### config.mk
export PLATFORM = sky130hd
export DESIGN_NAME = compare_timer
export DESIGN_NICKNAME = d
export VERILOG_FILES = /design/src/compare_timer_pkg.sv /design/src/event_postscaler.sv /design/src/compare_timer.sv
export SDC_FILE = /design/constraint.sdc
export NUM_CORES = 1
export LEC_CHECK = 0
export ABC_CLOCK_PERIOD_IN_PS = 3700
export BUFFER_PORTS_ARGS = -buffer_cell sky130_fd_sc_hd__buf_4
export CORE_MARGIN = 5
export CORE_UTILIZATION = 36
export DETAILED_ROUTE_END_ITERATION = 10
export HOLD_SLACK_MARGIN = 0.05
export PLACE_DENSITY_LB_ADDON = 0.05
export SLEW_MARGIN = 20
export SYNTH_ARGS = -nofsm -noshare
export SYNTH_HDL_FRONTEND = slang
export SYNTH_SLANG_ARGS = --single-unit
### constraint.sdc
create_clock -name clk -period 3.7 [get_ports clk]
set_clock_uncertainty 0.2 [all_clocks]
set_input_delay 0.185 -clock clk [delete_from_list [all_inputs] [get_ports clk]]
set_output_delay 0.185 -clock clk [all_outputs]
set_load 0.02 [all_outputs]
### src/compare_timer_pkg.sv
// shared constants of the compare timer block: offsets, field positions, reset values
package compare_timer_pkg;
    // ************************************************
    // register byte offsets
    // ************************************************
    localparam int ADDR_W = 6; // decoded address bits
    localparam logic [5:0] OFS_FIRST_CONTROL_LOW = 6'h00; // enable, width, one-shot
    localparam logic [5:0] OFS_FIRST_CONTROL_HIGH = 6'h04; // postscaler, sync, special event
    localparam logic [5:0] OFS_SECOND_CONTROL_HIGH = 6'h08; // output alignment
    localparam logic [5:0] OFS_COUNT_LOW_HALF = 6'h0c; // timer low half
    localparam logic [5:0] OFS_COUNT_HIGH_HALF = 6'h10; // timer high half
    localparam logic [5:0] OFS_PERIOD_LOW_HALF = 6'h14; // period low half
    localparam logic [5:0] OFS_PERIOD_HIGH_HALF = 6'h18; // period high half
    localparam logic [5:0] OFS_COMPARE_VALUE_A = 6'h1c; // compare value
    localparam logic [5:0] OFS_STATUS = 6'h20; // flags and trigger
    // ************************************************
    // field positions
    // ************************************************
    localparam int BIT_ENABLE = 15; // first_control_low: module on
    localparam int BIT_WIDE = 5; // first_control_low: wide_counter_select
    localparam int BIT_ONE_SHOT = 4; // first_control_low: one-shot compare
    localparam int BIT_SPECIAL = 7; // first_control_high: special event select
    localparam int POST_HI = 11; // first_control_high: postscaler msb
    localparam int POST_LO = 8; // first_control_high: postscaler lsb
    localparam int SYNC_HI = 4; // first_control_high: sync source msb
    localparam int SYNC_LO = 0; // first_control_high: sync source lsb
    localparam int BIT_ALIGN = 15; // second_control_high: output_timebase_align_enable
    localparam int ST_ARMED = 0; // status: trigger armed (write 1 arms)
    localparam int ST_ROLL = 1; // status: rollover flag (write 1 clears)
    localparam int ST_CMP = 2; // status: compare flag (write 1 clears)
    localparam int ST_PIN = 3; // status: compare_output_pin level
    localparam int ST_DISARM = 4; // status: write 1 clears the trigger
    // ************************************************
    // reset and encoding values
    // ************************************************
    localparam logic [15:0] RST_HALF = 16'h0000; // counts, controls, compare
    localparam logic [15:0] RST_PERIOD = 16'hffff; // period halves
    localparam logic [4:0] SYNC_FREE = 5'h00; // free period matching
    localparam logic [31:0] FULL_ONES = 32'hffffffff; // 32-bit wrap point
    localparam logic [1:0] RESP_OKAY = 2'h0; // bus answer ok
    localparam logic [1:0] RESP_SLVERR = 2'h2; // bus answer unmapped
endpackage : compare_timer_pkg

### src/event_postscaler.sv
// postscaler that passes one of every (limit+1) event ticks
`timescale 1ns/1ns
module event_postscaler #(
    parameter int CNT_W = 4 // postscaler field width
) (
    input wire logic clk, // time base clock
    input wire logic nrst, // async reset, active low
    input wire logic tick, // one event in
    input wire logic clear, // restart the count
    input wire logic [CNT_W-1:0] limit, // pass every limit+1 ticks
    output logic fire // one event out, same cycle as tick
);
    logic [CNT_W-1:0] count; // ticks seen so far
    logic [CNT_W-1:0] next_count; // next tick count

    // ************************************************
    // count ticks and fire on the last one
    // ************************************************
    always_comb begin
        fire = tick && (count == limit);
        next_count = count;
        if (clear || fire) begin
            next_count = '0;
        end else if (tick) begin
            next_count = count + 1'b1;
        end
    end

    // register the count
    always_ff @(posedge clk or negedge nrst) begin
        if (!nrst) begin
            count <= '0;
        end else begin
            count <= next_count;
        end
    end
endmodule : event_postscaler

### src/compare_timer.sv
// compare timer with 32-bit cascade, special event trigger and aligned output
// Contract
// RQ1: aligned output may miss first period; here pendToggle lands on the first period edge, so no period is missed
// RQ2: aligned output correct from second period
// RQ3: special event ignores interrupt postscaler
// RQ4: special event pulses every compare match
// RQ5: wide bit cascades halves into 32 bits
// RQ6: sync value zero means free period match
// RQ7: no early rollover on low half wrap
// RQ8: high-start timer rolls over at all ones
// RQ9: one-shot zero compare gives extra event; here matchFire needs armed, so no extra event
// RQ10: software loads nonzero compare value A
// RQ11: rollover clears count, sets flag together
`timescale 1ns/1ns
module compare_timer (
    input wire logic clk, // 50 MHz time base clock
    input wire logic nrst, // async reset, active low
    input wire logic syncPin, // external sync source pin
    input wire logic [31:0] awaddr, // write address
    input wire logic awvalid, // write address valid
    output logic awready, // write address ready
    input wire logic [31:0] wdata, // write data
    input wire logic [3:0] wstrb, // write byte enables
    input wire logic wvalid, // write data valid
    output logic wready, // write data ready
    output logic [1:0] bresp, // write response
    output logic bvalid, // write response valid
    input wire logic bready, // write response ready
    input wire logic [31:0] araddr, // read address
    input wire logic arvalid, // read address valid
    output logic arready, // read address ready
    output logic [31:0] rdata, // read data
    output logic [1:0] rresp, // read response
    output logic rvalid, // read data valid
    input wire logic rready, // read data ready
    output logic compareOutputPin, // compare_output_pin
    output logic specialEventPulse, // special event trigger, one cycle
    output logic compareEvent, // compare interrupt event, one cycle
    output logic rolloverEvent // timer rollover interrupt event, one cycle
);
    import compare_timer_pkg::*;

    // ************************************************
    // declarations
    // ************************************************
    logic syncMeta, syncSafe, syncLast; // sync pin synchroniser and edge memory
    logic [ADDR_W-1:0] wAddr, rAddr; // held bus addresses
    logic [31:0] wData; // held write data
    logic [3:0] wStrb; // held byte enables
    logic awHeld, wHeld; // address or data captured
    logic [15:0] firstControlLow, firstControlHigh, secondControlHigh; // controls
    logic [15:0] countLowHalf, countHighHalf, periodLowHalf, periodHighHalf; // time base
    logic [15:0] compareValueA; // compare value
    logic armed, rollFlag, cmpFlag, pendToggle; // trigger, sticky flags, aligned toggle
    logic next_awready, next_wready, next_bvalid, next_arready, next_rvalid; // bus next
    logic next_awHeld, next_wHeld; // holding next
    logic [ADDR_W-1:0] next_wAddr; // held address next
    logic [31:0] next_wData, next_rdata; // data next
    logic [3:0] next_wStrb; // strobes next
    logic [1:0] next_bresp, next_rresp; // responses next
    logic [15:0] next_ctlLow, next_ctlHigh, next_ctl2High; // controls next
    logic [15:0] next_cntLow, next_cntHigh, next_perLow, next_perHigh, next_cmpA; // values next
    logic next_armed, next_rollFlag, next_cmpFlag, next_pendToggle, next_pin; // state next
    logic next_special, next_compareEvent, next_rollover; // event outputs next
    logic doWrite, wrHit; // write performed now, address mapped
    logic running, wide, oneShot, specialSel, alignOn; // decoded controls
    logic [31:0] fullCount, fullPeriod; // cascaded views
    logic periodHit, wrapHit, rollNow, matchFire, postFire, syncRise; // time base events

    // merge a 16-bit register with byte-enabled write data
    function automatic logic [15:0] merge16(input logic [15:0] old, input logic [31:0] d,
                                            input logic [3:0] s);
        merge16 = {s[1] ? d[15:8] : old[15:8], s[0] ? d[7:0] : old[7:0]};
    endfunction : merge16

    // ************************************************
    // sync pin crossing
    // ************************************************
    // two flops before use, third remembers the last level
    always_ff @(posedge clk or negedge nrst) begin
        if (!nrst) begin
            syncMeta <= 1'b0;
            syncSafe <= 1'b0;
            syncLast <= 1'b0;
        end else begin
            syncMeta <= syncPin;
            syncSafe <= syncMeta;
            syncLast <= syncSafe;
        end
    end

    // ************************************************
    // decoded controls and time base events
    // ************************************************
    assign running = firstControlLow[BIT_ENABLE];
    assign wide = firstControlLow[BIT_WIDE]; // RQ5
    assign oneShot = firstControlLow[BIT_ONE_SHOT];
    assign specialSel = firstControlHigh[BIT_SPECIAL];
    assign alignOn = secondControlHigh[BIT_ALIGN];
    assign fullCount = {countHighHalf, countLowHalf}; // RQ5
    assign fullPeriod = {periodHighHalf, periodLowHalf};
    assign syncRise = syncSafe && !syncLast;
    // period match counts only with free matching selected
    assign periodHit = (firstControlHigh[SYNC_HI:SYNC_LO] == SYNC_FREE) && // RQ6
                       (wide ? (fullCount == fullPeriod) : (countLowHalf == periodLowHalf));
    // wide mode wraps only at all ones, never at the low half wrap
    assign wrapHit = wide ? (fullCount == FULL_ONES) : (countLowHalf == FULL_ONES[15:0]); // RQ7 RQ8
    assign rollNow = running && (periodHit || wrapHit ||
                     ((firstControlHigh[SYNC_HI:SYNC_LO] != SYNC_FREE) && syncRise));
    // one-shot fires only while armed, so a cleared trigger makes no stray event
    assign matchFire = running && (countLowHalf == compareValueA) && (!oneShot || armed); // RQ9
    assign doWrite = awHeld && wHeld && !bvalid;
    assign wrHit = (wAddr <= OFS_STATUS) && (wAddr[1:0] == 2'h0);

    // compare interrupt postscaler, bypassed under special event
    event_postscaler #(.CNT_W(POST_HI - POST_LO + 1)) postscaler (
        .clk(clk),
        .nrst(nrst),
        .tick(matchFire && !specialSel), // RQ3
        .clear(!running || specialSel),
        .limit(firstControlHigh[POST_HI:POST_LO]),
        .fire(postFire)
    );

    // ************************************************
    // bus slave next values
    // ************************************************
    always_comb begin
        next_awready = awready;
        next_wready = wready;
        next_bvalid = bvalid;
        next_bresp = bresp;
        next_arready = arready;
        next_rvalid = rvalid;
        next_rdata = rdata;
        next_rresp = rresp;
        next_awHeld = awHeld;
        next_wHeld = wHeld;
        next_wAddr = wAddr;
        next_wData = wData;
        next_wStrb = wStrb;
        // capture address and data in either order
        if (awvalid && awready) begin
            next_awHeld = 1'b1;
            next_awready = 1'b0;
            next_wAddr = awaddr[ADDR_W-1:0];
        end
        if (wvalid && wready) begin
            next_wHeld = 1'b1;
            next_wready = 1'b0;
            next_wData = wdata;
            next_wStrb = wstrb;
        end
        // both held: write and answer
        if (doWrite) begin
            next_bvalid = 1'b1;
            next_bresp = wrHit ? RESP_OKAY : RESP_SLVERR;
            next_awHeld = 1'b0;
            next_wHeld = 1'b0;
        end
        // answer taken: ready again
        if (bvalid && bready) begin
            next_bvalid = 1'b0;
            next_awready = 1'b1;
            next_wready = 1'b1;
        end
        // read: answer one cycle after the address
        if (arvalid && arready) begin
            next_arready = 1'b0;
            next_rvalid = 1'b1;
            next_rresp = RESP_OKAY;
            next_rdata = 32'h00000000;
            case (araddr[ADDR_W-1:0])
                OFS_FIRST_CONTROL_LOW: next_rdata[15:0] = firstControlLow;
                OFS_FIRST_CONTROL_HIGH: next_rdata[15:0] = firstControlHigh;
                OFS_SECOND_CONTROL_HIGH: next_rdata[15:0] = secondControlHigh;
                OFS_COUNT_LOW_HALF: next_rdata[15:0] = countLowHalf;
                OFS_COUNT_HIGH_HALF: next_rdata[15:0] = countHighHalf;
                OFS_PERIOD_LOW_HALF: next_rdata[15:0] = periodLowHalf;
                OFS_PERIOD_HIGH_HALF: next_rdata[15:0] = periodHighHalf;
                OFS_COMPARE_VALUE_A: next_rdata[15:0] = compareValueA;
                OFS_STATUS: begin
                    next_rdata[ST_ARMED] = armed;
                    next_rdata[ST_ROLL] = rollFlag;
                    next_rdata[ST_CMP] = cmpFlag;
                    next_rdata[ST_PIN] = compareOutputPin;
                end
                default: next_rresp = RESP_SLVERR; // unmapped reads zero
            endcase
        end
        if (rvalid && rready) begin
            next_rvalid = 1'b0;
            next_arready = 1'b1;
        end
    end

    // ************************************************
    // timer, compare and register next values
    // ************************************************
    always_comb begin
        next_ctlLow = firstControlLow;
        next_ctlHigh = firstControlHigh;
        next_ctl2High = secondControlHigh;
        next_perLow = periodLowHalf;
        next_perHigh = periodHighHalf;
        next_cmpA = compareValueA;
        next_cntLow = countLowHalf;
        next_cntHigh = countHighHalf;
        next_armed = armed;
        next_pendToggle = pendToggle;
        next_pin = compareOutputPin;
        // counting: rollover clears both halves in the same cycle
        if (rollNow) begin
            next_cntLow = RST_HALF; // RQ11
            next_cntHigh = RST_HALF; // RQ11
        end else if (running && wide) begin
            {next_cntHigh, next_cntLow} = fullCount + 32'h00000001; // RQ5
        end else if (running) begin
            next_cntLow = countLowHalf + 16'h0001;
        end
        // one-shot disarms on its match
        if (matchFire && oneShot) begin
            next_armed = 1'b0;
        end
        // aligned output waits for the period edge, unaligned toggles at once
        if (alignOn) begin
            // pending toggle lands on the first period edge too, no period is lost
            if (rollNow) begin
                next_pin = compareOutputPin ^ (pendToggle ^ matchFire); // RQ1 RQ2
                next_pendToggle = 1'b0;
            end else begin
                next_pendToggle = pendToggle ^ matchFire; // RQ2
            end
        end else begin
            next_pin = compareOutputPin ^ matchFire;
            next_pendToggle = 1'b0;
        end
        // register writes win over counting
        if (doWrite) begin
            case (wAddr)
                OFS_FIRST_CONTROL_LOW: next_ctlLow = merge16(firstControlLow, wData, wStrb);
                OFS_FIRST_CONTROL_HIGH: next_ctlHigh = merge16(firstControlHigh, wData, wStrb);
                OFS_SECOND_CONTROL_HIGH: next_ctl2High = merge16(secondControlHigh, wData, wStrb);
                OFS_COUNT_LOW_HALF: next_cntLow = merge16(countLowHalf, wData, wStrb);
                OFS_COUNT_HIGH_HALF: next_cntHigh = merge16(countHighHalf, wData, wStrb);
                OFS_PERIOD_LOW_HALF: next_perLow = merge16(periodLowHalf, wData, wStrb);
                OFS_PERIOD_HIGH_HALF: next_perHigh = merge16(periodHighHalf, wData, wStrb);
                OFS_COMPARE_VALUE_A: next_cmpA = merge16(compareValueA, wData, wStrb);
                OFS_STATUS: begin
                    if (wStrb[0] && wData[ST_DISARM]) begin
                        next_armed = 1'b0;
                    end
                    if (wStrb[0] && wData[ST_ARMED]) begin
                        next_armed = 1'b1;
                    end
                end
                default: next_armed = next_armed; // unmapped write changes nothing
            endcase
        end
        // sticky flags: hardware set wins over software clear
        next_rollFlag = rollNow || (rollFlag && !(doWrite && wAddr == OFS_STATUS &&
                        wStrb[0] && wData[ST_ROLL])); // RQ11
        next_cmpFlag = next_compareEvent || (cmpFlag && !(doWrite && wAddr == OFS_STATUS &&
                       wStrb[0] && wData[ST_CMP]));
    end

    // event outputs, each a one-cycle pulse
    always_comb begin
        next_special = specialSel && matchFire; // RQ4
        next_compareEvent = specialSel ? matchFire : postFire; // RQ3
        next_rollover = rollNow; // RQ11
    end

    // ************************************************
    // state registers
    // ************************************************
    always_ff @(posedge clk or negedge nrst) begin
        if (!nrst) begin
            awready <= 1'b1;
            wready <= 1'b1;
            bvalid <= 1'b0;
            bresp <= RESP_OKAY;
            arready <= 1'b1;
            rvalid <= 1'b0;
            rdata <= 32'h00000000;
            rresp <= RESP_OKAY;
            awHeld <= 1'b0;
            wHeld <= 1'b0;
            wAddr <= '0;
            wData <= 32'h00000000;
            wStrb <= 4'h0;
            firstControlLow <= RST_HALF;
            firstControlHigh <= RST_HALF;
            secondControlHigh <= RST_HALF;
            countLowHalf <= RST_HALF;
            countHighHalf <= RST_HALF;
            periodLowHalf <= RST_PERIOD;
            periodHighHalf <= RST_PERIOD;
            compareValueA <= RST_HALF;
            armed <= 1'b0;
            rollFlag <= 1'b0;
            cmpFlag <= 1'b0;
            pendToggle <= 1'b0;
            compareOutputPin <= 1'b0;
            specialEventPulse <= 1'b0;
            compareEvent <= 1'b0;
            rolloverEvent <= 1'b0;
        end else begin
            awready <= next_awready;
            wready <= next_wready;
            bvalid <= next_bvalid;
            bresp <= next_bresp;
            arready <= next_arready;
            rvalid <= next_rvalid;
            rdata <= next_rdata;
            rresp <= next_rresp;
            awHeld <= next_awHeld;
            wHeld <= next_wHeld;
            wAddr <= next_wAddr;
            wData <= next_wData;
            wStrb <= next_wStrb;
            firstControlLow <= next_ctlLow;
            firstControlHigh <= next_ctlHigh;
            secondControlHigh <= next_ctl2High;
            countLowHalf <= next_cntLow;
            countHighHalf <= next_cntHigh;
            periodLowHalf <= next_perLow;
            periodHighHalf <= next_perHigh;
            compareValueA <= next_cmpA;
            armed <= next_armed;
            rollFlag <= next_rollFlag;
            cmpFlag <= next_cmpFlag;
            pendToggle <= next_pendToggle;
            compareOutputPin <= next_pin;
            specialEventPulse <= next_special;
            compareEvent <= next_compareEvent;
            rolloverEvent <= next_rollover;
        end
    end
endmodule : compare_timer

==> results.py <==
metrics = {
    "synthesis": {
        "netlist_area_um2": 9950,
        "yosys_most_used_dff": "dfrtp_1",
        "synth.lib_cells_used.distinct": 63,
        "ys_warn_count": 0,
        "synth-async-reset-ratio_pct": 100,
        "postSynthRegisterBits": 192,
        "cell_count_after_synthesis": 911,
        "synth.avg_cell_area_um2": 10.9,
        "synth-edff-count": 0,
        "yosys-top-cells-area": "dfrtp_1 (39%), mux2_2 (14%), dfstp_2 (9.2%), a22oi_1 (3.8%), xor2_1 (3.5%)",
        "synth_top_area_cell": "dfrtp_1",
        "yosysTopAreaCellShare_pct": 39.5,
        "yosysSeqAreaShare_pct": 48.7,
    },
    "power": {
        "portion_of_total_power_attributed_to_combinational_logic_pct": 26.7,
        "p_int_w": 0.00472,
        "p_per_area_nw_per_um2": 649,
        "seq_power_share_pct": 48.7,
        "total_switching_power_w": 0.00292,
        "power.static_leakage_nw": 5.38,
        "sw_frac_of_total_pct": 38.2,
        "ir_drop_v": 0.000344,
        "clock_power_share_pct": 24.6,
        "p_total_w": 0.00764,
    },
    "detailed_routing": {
        "routed_wire_length_per_instance_um": 22.9,
        "detail_route.first_pass.iterations": 5,
        "finalWirelength_mm": 31.8,
        "met2_length_mm": 14.7,
        "drt_iter0_drc": 423,
        "antenna_left": 0,
        "drc_errors": 0,
        "top_sig_layer": "met4",
        "detailroute.wirelength.met3_mm": 1.22,
        "vias_per_cell": 5.55,
        "routedLengthMet1_mm": 15.1,
        "vias": 7712,
    },
    "grt": {
        "number_of_global_route_vias_before_repair": 7912,
        "groute.usage.overall_pct": 20.8,
        "global_route.overflow_total": 0,
        "antenna_violations_before_repair": 0,
        "grt_first_pass_wirelength_mm": 49.1,
        "grt_max_degree": 91,
    },
    "setup_path": {
        "family_with_the_most_delay_on_the_worst_path": "simple AND/OR/NAND/NOR gates",
        "worstPathRequired_ns": 3.84,
        "cp-end-kind": "register",
        "start_kind": "register",
        "worst_r2r_endpoint": "countHighHalf[0]",
        "timing_worst_setup_path_type": "register to register",
        "worstRegToRegCells": 8,
        "cpMaxStageDelayCell": "or4_4",
        "cp_slowest_stage_delay_ns": 0.56,
        "reg2reg_slack_ns": 0.52,
        "timing.critical_path.buf_inv": 1,
        "crit_chain": "or4_4 > o21ai_1 > o41ai_1 > and3_1 > buf_4 > nor3_2 > a32oi_1 > o211ai_1",
        "critPathMaxFanout": 7,
        "worst_ep_arrival_time_ns": 3.32,
        "worst_r2r_startpoint": "firstControlHigh[2]",
    },
    "layout": {
        "post-route-cell-area_um2": 11800,
        "final_util_pct": 43.4,
        "insertedDiodeCount": 0,
        "nNetsFinal": 1114,
        "syn_to_final_growth_pct": 18.3,
        "post_route_cells_drive_above_1_share_pct": 29.7,
    },
    "min_path": {
        "cell_depth_of_the_worst_hold_path": 0,
        "worstHoldEndpoint": "syncSafe",
        "hold_path_startpoint": "syncMeta",
        "holdCritPathClass": "register to register",
    },
    "die": {
        "core_region_area_um2": 27100,
        "die_h_um": 176,
        "initial_utilization_pct": 36.7,
        "ioPinCount": 153,
        "placement_rows": 60,
        "die_x_um": 176,
        "floorplan.die_area_um2": 31100,
    },
    "placement": {
        "place_ws_ns": 0.585,
        "dpl_cell_area_um2": 10800,
        "gp_congestion": 0.870,
        "placement.io_buffers": 64,
        "post-dp-hpwl_mm": 22.5,
    },
    "clocking": {
        "clockRootBuffer": "clkbuf_16",
        "cts.path.max_buffers": 2,
        "clk_pin_slew_ns": 0.08,
        "numCtsBuffers": 17,
        "tritoncts": "built",
        "clock-sinks": 192,
        "cts_resized": 0,
        "htree_num_levels": 4,
        "insertion_delay_ns": 0.44,
    },
    "sta": {
        "timing.setup.tns_ns": 0,
        "timing.final.crit_share_pct": 85.9,
        "hold_viol": 0,
        "setup_violations": 0,
        "rsz0062_at_grt": "false",
        "final_max_slew_viol_count": 0,
        "worst_margin_pin_slew_ns": 0.876,
        "max_slew_margin_pct": 41.4,
        "setup_ws_ns": 0.522,
        "fmaxAchievable_mhz": 315,
        "min_period_ns": 3.18,
    },
    "job": {
        "max_capacitance_violation_count": 0,
    },
    "status": {
        "outcome": "complete, no violations",
    },
}
registers in the layout, indices dropped and copies added, names as in the netlist, 6 cells and up:
signal             cells
countLowHalf          16
firstControlHigh      16
periodLowHalf         16
compareValueA         16
periodHighHalf        16
wData                 16
firstControlLow       16
countHighHalf         16
secondControlHigh     16
rdata                 16
wAddr                  6
layout make-up:
| type | count | area (um2) |
|---|---|---|
| fillers | 2607 | 15300 |
| flip-flops and latches | 192 | 4850 |
| multi-input cells | 634 | 4680 |
| repair buffers | 131 | 1090 |
| well taps | 372 | 465 |
| clock buffers | 19 | 433 |
| clock inverters | 13 | 151 |
| inverters | 28 | 105 |
synth_stat cells (all sizes together), types with 4 or more instances:
library cell and number:
a21o 11, a21oi 25, a221oi 9, a22o 17
a22oi 51, a31oi 9, a32oi 11, and2 4
and3 14, and4 4, buf 45, clkbuf 29
dfrtp 157, dfstp 35, inv 28, mux2 123
mux2i 6, nand2 44, nand2b 7, nand3 42
nand3b 4, nand4 23, nor2 52, nor3 21
nor4 11, o211ai 7, o21ai 29, o311ai 4
o41ai 4, or3 4, xnor2 16, xor2 40
worst register-to-register path, stage by stage (launching register included):
cell      delay, ns
dfrtp_1        0.40
or4_4          0.56
o21ai_1        0.39
o41ai_1        0.16
and3_1         0.33
buf_4          0.21
nor3_2         0.50
a32oi_1        0.20
o211ai_1       0.13
layer usage:
metal  track usage, %  vias to the layer above
met2             33.7                      187
met4             5.65                        0
met1             29.2                     3977
met5                0                        -
li1                 -                     3512
met3             3.13                       36
power groups by stage:
| stage | Sequential, W | Combinational [W] | Clock (W) |
|---|---|---|---|
| finish | 0.00372 | 0.00204 | 0.00188 |
| global route | 0.00382 | 0.00226 | 0.00200 |
| CTS | 0.00371 | 0.00207 | 0.00193 |
| detailed placement | 0.00375 | 0.00203 | 0 |
| global placement | 0.00374 | 0.00200 | 0 |
| floorplan | 0.00320 | 0.00162 | 0 |
worst max path at each step:
stage                        start          endpoint  slack (ns)  cells after the start
2_1_floorplan    countHighHalf[14]  countLowHalf[13]        1.29                      8
3_3_place_gp   firstControlHigh[2]  countHighHalf[0]        0.56                      8
3_5_place_dp   firstControlHigh[2]  countHighHalf[0]        0.59                      8
4_1_cts        firstControlHigh[2]  countHighHalf[0]        0.53                      8
5_1_grt        firstControlHigh[2]  countHighHalf[0]        0.38                      8
6_report       firstControlHigh[2]  countHighHalf[0]        0.52                      8
logic make-up after synthesis:
family	after synthesis	synth area share (%)
muxes	129	14.5
DFF	192	48.7
buffers and inverters	102	5.03
AOI/OAI and AO/OA	188	13.8
xor gates and xnor gates	56	4.93
other	1	0.0377
adders and majority gates	2	0.251
and+or+nand+nor	241	12.7
timing repair:
item,in CTS,in global routing
hold buffers,34,0
endpoints found under the hold margin,106,0
buffers inserted,0,0
per-stage QoR:
| step | instances | hold slack [ns] |
|---|---|---|
| 2_1_floorplan | 928 | -0.311 |
| 4_1_cts | 1389 | 0.155 |
| 3_5_place_dp | 1323 | 0.0983 |
| 6_report | 1389 | 0.152 |
| 3_3_place_gp | 1323 | 0.0961 |
| 5_1_grt | 1389 | 0.170 |
cells in the final DEF (no fill, tap or decap), types with 3 or more instances in the layout:
cell type and instances:
a31oi_1 9, nor2_1 51, o211ai_1 6, mux2i_1 6, clkinvlp_4 3, xnor2_1 16, nand2_1 44, o21ai_0 19
dfrtp_1 157, nand3_1 41, clkbuf_16 17, o21ai_1 10, a21o_1 11, o41ai_1 3, nor2b_1 3, o311ai_1 4
and4_1 4, buf_4 95, a22oi_1 51, nand3b_1 4, a22o_1 17, mux2_2 123, and3_1 14, xor2_1 40
dfstp_2 35, nor3_1 18, inv_1 27, nor4_1 10, nand2b_1 7, a221oi_1 9, a21oi_1 25, or3_1 4
dlygate4sd3_1 34, a32oi_1 11, inv_6 5, nand4_1 22, and2_1 4, conb_1 18
Note: power is estimated with default switching activity, not from simulation.
